==> src/rtl/scd_pkg.sv <==
// system clock divider and rc trim: shared constants, types and helpers
// assumes a 32-bit axi4-lite register port and one undivided source clock
package scd_pkg;

    // register map, byte addresses on an 8-bit address bus
    localparam int ADDR_W = 8;
    localparam int DATA_W = 32;
    localparam logic [7:0] TRIM_OFFSET = 8'h00;
    localparam logic [7:0] CTRL_OFFSET = 8'h04;

    // divider control layout
    localparam int UNLOCK_BIT = 7;
    localparam logic [7:0] UNLOCK_PATTERN = 8'h80;
    localparam logic [3:0] SEL_RESET_PLAIN = 4'h0;
    localparam logic [3:0] SEL_RESET_DIV8 = 4'h3;
    localparam logic [3:0] SEL_MAX_VALID = 4'h8;

    // trim layout
    localparam int TRIM_RANGE_BIT = 7;

    // unlock window length in source clock cycles
    localparam int UNLOCK_WINDOW_CYCLES = 4;
    localparam logic [1:0] UNLOCK_TIMER_LOAD = 2'(UNLOCK_WINDOW_CYCLES - 1);

    // cycles after reset release before straps are taken
    localparam logic [1:0] BOOT_SETTLE = 2'h3;

    localparam logic [1:0] RESP_OKAY = 2'h0;
    localparam logic [1:0] RESP_SLVERR = 2'h2;

    typedef struct packed
    {
        logic unlock;
        logic [2:0] rsvd;
        logic [3:0] sel;
    } scd_ctrl_t;

    typedef enum logic [1:0] {SCD_REG_TRIM, SCD_REG_CTRL, SCD_REG_NONE} scd_reg_t;

    function automatic scd_reg_t scd_decode(input logic [ADDR_W-1:0] addr);
        scd_reg_t r;
        r = SCD_REG_NONE;
        if (addr[ADDR_W-1:2] == TRIM_OFFSET[ADDR_W-1:2])
            r = SCD_REG_TRIM;
        else if (addr[ADDR_W-1:2] == CTRL_OFFSET[ADDR_W-1:2])
            r = SCD_REG_CTRL;
        return r;
    endfunction

    // last count value of one divided period: factor minus one
    function automatic logic [7:0] scd_last(input logic [3:0] sel);
        logic [8:0] f;
        f = 9'h001 << sel;
        return 8'(f - 9'h001);
    endfunction

endpackage

==> src/rtl/scd_top.sv <==
// system clock divider with timed unlock, and rc oscillator trim register
// assumes i_clock is the undivided source clock; straps are static pins
//
// The address map and the AXI4-Lite register port were decided locally.
`timescale 1ns/1ns

// Function
// - divided tick paces cpu, flash, io, adc
// - divider sits between any source and system
// - switch only at period end, no glitch
// - counter on source clock, never readable
// - new rate active within old plus new period
// - factory trim byte loaded after reset release
// - trim write retunes oscillator at once
// - trim top bit selects overlapping range
// - low seven trim bits tune monotonically
// - unlock set only by exact 0x80 write
// - unlock clears after four cycles or select
// - select changes only inside unlock window
// - reset select from divide-by-eight fuse
// - any select value writable regardless fuse
// - codes 0 to 8 divide 1 to 256
module scd_top
(
    input wire logic I_CLOCK,
    input wire logic I_RST,
    input wire logic I_DIV8_FUSE_PROGRAMMED,
    input wire logic [7:0] I_FACTORY_TRIM,
    input wire logic I_AWVALID,
    output logic O_AWREADY,
    input wire logic [scd_pkg::ADDR_W-1:0] I_AWADDR,
    input wire logic [2:0] I_AWPROT,
    input wire logic I_WVALID,
    output logic O_WREADY,
    input wire logic [scd_pkg::DATA_W-1:0] I_WDATA,
    input wire logic [3:0] I_WSTRB,
    output logic O_BVALID,
    input wire logic I_BREADY,
    output logic [1:0] O_BRESP,
    input wire logic I_ARVALID,
    output logic O_ARREADY,
    input wire logic [scd_pkg::ADDR_W-1:0] I_ARADDR,
    input wire logic [2:0] I_ARPROT,
    output logic O_RVALID,
    input wire logic I_RREADY,
    output logic [scd_pkg::DATA_W-1:0] O_RDATA,
    output logic [1:0] O_RRESP,
    output logic O_SYS_TICK,
    output logic [3:0] O_DIV_SELECT,
    output logic [7:0] O_TRIM_VALUE,
    output logic O_TRIM_RANGE,
    output logic [6:0] O_TRIM_FINE
);
    import scd_pkg::*;

    // strap capture after release
    logic fuse_s1, fuse_s2, fuse_s3;
    logic [7:0] ftrim_s1, ftrim_s2, ftrim_s3;
    logic [1:0] boot_cnt;
    logic loaded;

    // registers
    logic [7:0] trim;
    scd_ctrl_t ctrl;
    logic [1:0] unlock_tmr;

    // divider
    logic [7:0] div_cnt;
    logic [3:0] active_sel;
    logic [3:0] pend_sel;
    logic pend;
    logic tick_q;

    // axi state
    logic aw_held, w_held;
    logic [ADDR_W-1:0] aw_addr;
    logic [31:0] w_data;
    logic [3:0] w_strb;
    logic bvalid;
    logic [1:0] bresp;
    logic rvalid;
    logic [31:0] rdata;
    logic [1:0] rresp;

    always_ff @(posedge I_CLOCK or posedge I_RST)
    begin
        if (I_RST)
        begin
            fuse_s1 <= 1'b0;
            fuse_s2 <= 1'b0;
            fuse_s3 <= 1'b0;
            ftrim_s1 <= 8'h00;
            ftrim_s2 <= 8'h00;
            ftrim_s3 <= 8'h00;
        end
        else
        begin
            fuse_s1 <= I_DIV8_FUSE_PROGRAMMED;
            fuse_s2 <= fuse_s1;
            fuse_s3 <= fuse_s2;
            ftrim_s1 <= I_FACTORY_TRIM;
            ftrim_s2 <= ftrim_s1;
            ftrim_s3 <= ftrim_s2;
        end
    end

    // straps are taken once the settle count is done and the last two stages agree; bus stays closed until then
    wire straps_stable = (fuse_s2 == fuse_s3) && (ftrim_s2 == ftrim_s3);
    wire boot_load = !loaded && (boot_cnt == BOOT_SETTLE) && straps_stable;
    wire [3:0] boot_sel = fuse_s3 ? SEL_RESET_DIV8 : SEL_RESET_PLAIN;

    always_ff @(posedge I_CLOCK or posedge I_RST)
    begin
        if (I_RST)
        begin
            boot_cnt <= 2'h0;
            loaded <= 1'b0;
        end
        else
        begin
            if (boot_cnt != BOOT_SETTLE)
                boot_cnt <= boot_cnt + 2'h1;
            if (boot_load)
                loaded <= 1'b1;
        end
    end

    // axi4-lite write path
    wire aw_fire = I_AWVALID && O_AWREADY;
    wire w_fire = I_WVALID && O_WREADY;
    wire wr_fire = aw_held && w_held && !bvalid;
    wire scd_reg_t wr_reg = scd_decode(aw_addr);
    wire wr_lane0 = wr_fire && w_strb[0];
    wire [7:0] wr_byte = w_data[7:0];
    wire wr_trim = wr_lane0 && (wr_reg == SCD_REG_TRIM);
    wire wr_ctrl = wr_lane0 && (wr_reg == SCD_REG_CTRL);

    assign O_AWREADY = loaded && !aw_held;
    assign O_WREADY = loaded && !w_held;

    always_ff @(posedge I_CLOCK or posedge I_RST)
    begin
        if (I_RST)
        begin
            aw_held <= 1'b0;
            w_held <= 1'b0;
            aw_addr <= '0;
            w_data <= 32'h0;
            w_strb <= 4'h0;
            bvalid <= 1'b0;
            bresp <= RESP_OKAY;
        end
        else
        begin
            if (aw_fire)
            begin
                aw_held <= 1'b1;
                aw_addr <= I_AWADDR;
            end
            else if (wr_fire)
                aw_held <= 1'b0;
            if (w_fire)
            begin
                w_held <= 1'b1;
                w_data <= I_WDATA;
                w_strb <= I_WSTRB;
            end
            else if (wr_fire)
                w_held <= 1'b0;
            if (wr_fire)
            begin
                bvalid <= 1'b1;
                bresp <= (wr_reg == SCD_REG_NONE) ? RESP_SLVERR : RESP_OKAY;
            end
            else if (I_BREADY)
                bvalid <= 1'b0;
        end
    end

    // unlock: exact pattern only, fixed window, rewrite neither extends nor clears
    wire unlock_set = wr_ctrl && (wr_byte == UNLOCK_PATTERN) && !ctrl.unlock;
    wire sel_wr = wr_ctrl && ctrl.unlock && !wr_byte[UNLOCK_BIT];
    wire sel_ok = sel_wr && (wr_byte[3:0] <= SEL_MAX_VALID);
    wire unlock_expire = ctrl.unlock && (unlock_tmr == 2'h0);

    always_ff @(posedge I_CLOCK or posedge I_RST)
    begin
        if (I_RST)
        begin
            trim <= 8'h00;
            ctrl <= '0;
            unlock_tmr <= 2'h0;
        end
        else
        begin
            if (boot_load)
                trim <= ftrim_s3;
            else if (wr_trim)
                trim <= wr_byte;
            if (boot_load)
                ctrl.sel <= boot_sel;
            else if (sel_wr)
                ctrl.sel <= wr_byte[3:0];
            if (sel_wr || unlock_expire)
                ctrl.unlock <= 1'b0;
            else if (unlock_set)
                ctrl.unlock <= 1'b1;
            if (unlock_set)
                unlock_tmr <= UNLOCK_TIMER_LOAD;
            else if (ctrl.unlock && unlock_tmr != 2'h0)
                unlock_tmr <= unlock_tmr - 2'h1;
        end
    end

    // divider: a pending select is taken only at the end of the running period
    wire tick = loaded && (div_cnt == scd_last(active_sel));
    wire next_pend = sel_ok || (pend && !tick);

    always_ff @(posedge I_CLOCK or posedge I_RST)
    begin
        if (I_RST)
        begin
            div_cnt <= 8'h00;
            active_sel <= SEL_RESET_PLAIN;
            pend_sel <= SEL_RESET_PLAIN;
            pend <= 1'b0;
            tick_q <= 1'b0;
        end
        else
        begin
            div_cnt <= (!loaded || tick) ? 8'h00 : div_cnt + 8'h01;
            if (boot_load)
                active_sel <= boot_sel;
            else if (tick && pend)
                active_sel <= pend_sel;
            if (sel_ok)
                pend_sel <= wr_byte[3:0];
            pend <= next_pend;
            tick_q <= tick;
        end
    end

    // axi4-lite read path; the divider count is deliberately not mapped
    wire ar_fire = I_ARVALID && O_ARREADY;
    wire scd_reg_t rd_reg = scd_decode(I_ARADDR);
    wire [7:0] ctrl_byte = {ctrl.unlock, 3'b000, ctrl.sel};
    wire [31:0] rd_word = (rd_reg == SCD_REG_TRIM) ? {24'h000000, trim}
                        : (rd_reg == SCD_REG_CTRL) ? {24'h000000, ctrl_byte} : 32'h00000000;

    assign O_ARREADY = loaded && !rvalid;

    always_ff @(posedge I_CLOCK or posedge I_RST)
    begin
        if (I_RST)
        begin
            rvalid <= 1'b0;
            rdata <= 32'h0;
            rresp <= RESP_OKAY;
        end
        else
        begin
            if (ar_fire)
            begin
                rvalid <= 1'b1;
                rdata <= rd_word;
                rresp <= (rd_reg == SCD_REG_NONE) ? RESP_SLVERR : RESP_OKAY;
            end
            else if (I_RREADY)
                rvalid <= 1'b0;
        end
    end

    assign O_BVALID = bvalid;
    assign O_BRESP = bresp;
    assign O_RVALID = rvalid;
    assign O_RDATA = rdata;
    assign O_RRESP = rresp;
    assign O_SYS_TICK = tick_q;
    assign O_DIV_SELECT = active_sel;
    // analog trim: range bit picks band, fine bits rise monotonic within it
    assign O_TRIM_VALUE = trim;
    assign O_TRIM_RANGE = trim[TRIM_RANGE_BIT];
    assign O_TRIM_FINE = trim[6:0];

    // checking helpers: cycles since last tick, whether a tick has been seen
    logic [8:0] gap;
    logic seen_tick;
    always_ff @(posedge I_CLOCK or posedge I_RST)
    begin
        if (I_RST)
        begin
            gap <= 9'h000;
            seen_tick <= 1'b0;
        end
        else
        begin
            gap <= tick ? 9'h000 : gap + 9'h001;
            if (tick)
                seen_tick <= 1'b1;
        end
    end
endmodule

==> config.mk <==
export PLATFORM = sky130hd
export DESIGN_NAME = scd_top
export DESIGN_NICKNAME = d
export VERILOG_FILES = /design/src/rtl/scd_pkg.sv /design/src/rtl/scd_top.sv
export SDC_FILE = /design/constraint.sdc
export NUM_CORES = 1
export LEC_CHECK = 0
export ABC_CLOCK_PERIOD_IN_PS = 9400
export BUFFER_PORTS_ARGS = -buffer_cell sky130_fd_sc_hd__buf_2
export CAP_MARGIN = 10
export CORE_MARGIN = 3
export CORE_UTILIZATION = 55
export DETAILED_ROUTE_END_ITERATION = 10
export MAX_ROUTING_LAYER = met4
export PLACE_DENSITY = 0.86
export SYNTH_ARGS = -nofsm -noshare
export SYNTH_HDL_FRONTEND = slang
export SYNTH_SLANG_ARGS = --single-unit
==> constraint.sdc <==
create_clock -name I_CLOCK -period 9.4 [get_ports I_CLOCK]
set_input_delay 0.47 -clock I_CLOCK [delete_from_list [all_inputs] [get_ports I_CLOCK]]
set_output_delay 0.47 -clock I_CLOCK [all_outputs]
set_load 0.01 [all_outputs]
==> run metrics <==
Rel. slew slack a little over a quarter; CTS resizes 0; WL final slightly below 8 mm; CTS Buf Count 9; GRT Overall Usage about 20%; post-synthesis mux area share under 10%; Seq cells post-synth 92; worst hold slack 216 ps; final instance area between 0.004 and 0.005 sq mm; Die Wd 93.1 um; Root Driver clkbuf_8; critical path type reg2reg; register area share after synthesis a little under three fifths; CORE AREA between 0.007 and 0.008 sq mm; # IOs 136; RSZ-0062 raised after global routing false; HPWL Detailed slightly below 6 mm; first-pass GRT wire length 13.0 mm; post-layout net count 503; DR vias 2791; largest net degree at the start of global routing 93; Cell Area, Placed 0.00444 sq mm; clk sinks 92; CTS Hold Buffers Added 0; Post-Synth Adder-Cell Area under 10%; leakage power between 2 and 2.5 nW; synth warn 0; Avg Inst Size Synth about 12 sq um; post-synthesis compound-gate area fraction roughly 6.8%; final RePlAce weighted congestion around 0.85; CP Data Required Time 9600 ps; CTS tree yes; largest family of logic cells by synthesized area simple AND/OR/NAND/NOR gates; iteration count of the initial detailed-routing pass 6; Max Cap Violations 0; # Post-CTS Setup Buffers 0; depth of the CTS H-tree 3; EDFF count, synth 0; Crit. End Element flop; TNS Setup 0 ps; prevailing post-synth register cell dfrtp_1; initial core utilization between 50 and 60%; worst-skew pair later-pin latency between 300 and 400 ps; Area Overhead vs Synth 10.3%; critical path arrival approximately 3500 ps; Final setup viols 0; gr ovfl total 0; initial antenna violation count 0; Worst-Margin Slew approximately 1100 ps; fin crit period around 3300 ps; starting DRC count in detailed routing slightly above 200; Power per Cell Area between 200 and 250 mW/mm^2; post-route clock skew about 8.0 ps; filler cell count ~610; drt via density around 5.3; Clock transition at path regs ~80 ps; DRT antenna net count 0; clk buf depth 2; Worst Path Max Fanout 15; Antenna Cells 0; row cnt 31; residual DRC count 0; Die ar. a little under 0.009 sq mm; Tcrit/Tclk final a little over a third; f_max about 300 MHz; vias in the first global route between 2000 and 3000; VDD IR max roughly 140 uV; max-slew violation count 0; Final Hold Fails 0; outcome finished clean; Mapped Cells between 300 and 400; HP Class in2reg; Post-Synth XOR/XNOR Area 4.41%; Startpoint Class flop; die height a little over 90 um; Synth Cell Area 0.00417 sq mm; post-synthesis simple-gate area fraction between 10 and 15%; drt wl/cell approximately 15 um; fraction of layout cells with a size suffix above 1 a little over a quarter; Yosys cell types 50; Async S/R FF share, synth 100%; Port Buffers 72
metrics by stage:
| stage | utilization, % | setup WS [ps] | cells | total power (W) |
|---|---|---|---|---|
| floorplan | - | 6290 | 385 | 0.000659 |
| global placement | 60.9 | 6150 | 513 | 0.000704 |
| detailed placement | 60.9 | 6100 | 513 | 0.000717 |
| CTS | 63.1 | 6090 | 528 | 0.000941 |
| global route | 63.1 | 5810 | 528 | 0.000988 |
| finish | 63.1 | 6060 | 528 | 0.000933 |
sequential cells by signal, indices dropped and copies added (netlist names), 2 cells and up:
signal and flops:
O_RDATA 8, pend_sel 4, ftrim_s3 8, ctrl 5, boot_cnt 2, w_data 8
aw_addr 6, O_TRIM_VALUE 8, div_cnt 8, ftrim_s1 8, ftrim_s2 8, O_DIV_SELECT 4
unlock_tmr 2
cells in the mapped netlist, drive strengths merged (2+ instances only):
| master | count | share of area, % |
|---|---|---|
| nor2 | 21 | 1.9 |
| nor3 | 11 | 1.3 |
| or4b | 2 | 0.48 |
| xnor2 | 6 | 1.3 |
| xor2 | 15 | 3.1 |
| nor2b | 4 | 0.60 |
| a21oi | 13 | 1.6 |
| clkbuf | 5 | 0.45 |
| or2 | 3 | 0.45 |
| o41ai | 2 | 0.42 |
| inv | 12 | 1.1 |
| nor4 | 8 | 1.9 |
| or4 | 3 | 0.72 |
| nand4b | 4 | 0.99 |
| and2 | 2 | 0.30 |
| mux2i | 19 | 4.6 |
| o31ai | 5 | 0.90 |
| ha | 4 | 1.2 |
| nand3 | 4 | 0.48 |
| dfrtp | 92 | 55 |
| nand2 | 29 | 2.6 |
| a31oi | 3 | 0.45 |
| buf | 39 | 7.2 |
| nand2b | 3 | 0.45 |
| o21ai | 12 | 1.4 |
| mux2 | 20 | 5.4 |
| nor4b | 2 | 0.42 |
final cells by class:
type / instances / area, sq um / share of cell area, %
clock buffer: 11 / 131 / 2.86
clock inverter: 4 / 27.5 / 0.598
inverter: 12 / 46.3 / 1.01
multi-input combinational: 237 / 1600 / 34.8
sequential: 92 / 2300 / 50.1
tap: 99 / 124 / 2.69
timing repair buffer: 73 / 368 / 8.00
final timing paths:
path,from,end,slack [ps],cells after the start
max in group asynchronous,I_RST,div_cnt[6],8250,3
hold / removal,I_FACTORY_TRIM[0],ftrim_s1[0],220,1
setup / recovery,O_DIV_SELECT[3],div_cnt[7],6060,7
hold reg to reg,ftrim_s1[5],ftrim_s2[5],350,0
setup reg to reg,O_DIV_SELECT[3],div_cnt[7],6060,7
min in group asynchronous,I_RST,ftrim_s1[5],460,3
per-layer routing:
metal	GRT usage, %	vias up	wire length (um)
li1	-	1328	-
met1	23.2	1348	3250
met2	32.7	89	4070
met3	4.83	26	434
met4	9.40	0	189
met5	-	-	0
kinds of logic after synthesis:
group                      count (synthesis)
xor gates and xnor gates                  21
muxes                                     39
other                                      1
buffers and inverters                     56
AOI/OAI and AO/OA                         45
DFF                                       92
adders and majority gates                  4
and+or+nand+nor                          102
placed cells by master (no fill, tap or decap), types with 5 or more instances in the layout:
cell type	synthesis	layout
buf_2	2	72
nor4_1	6	6
xor2_1	15	15
a21oi_1	13	13
inv_1	12	11
xnor2_1	6	6
nor3_1	11	11
nand2_1	29	29
o21ai_0	12	12
o31ai_1	5	5
nor2_1	21	21
conb_1	1	26
dfrtp_1	92	92
mux2_2	20	20
clkbuf_8	0	9
mux2i_1	19	19
critical path, cell delays in order, from the launching register on:
cell     delay (ps)
dfrtp_1         550
or4b_2          730
ha_1            290
nor2b_1         160
a221o_1         320
a211o_1         310
nor3_1          710
nor3_1          110
power by group:
part / leakage (nW) / internal [W] / switching, W
sequential: 1.18 / 0.000453 / 0.0000633
combinational: 1.03 / 0.0000904 / 0.000102
clock: 0.0714 / 0.0000943 / 0.000129
(Power assumes the default switching activity.)
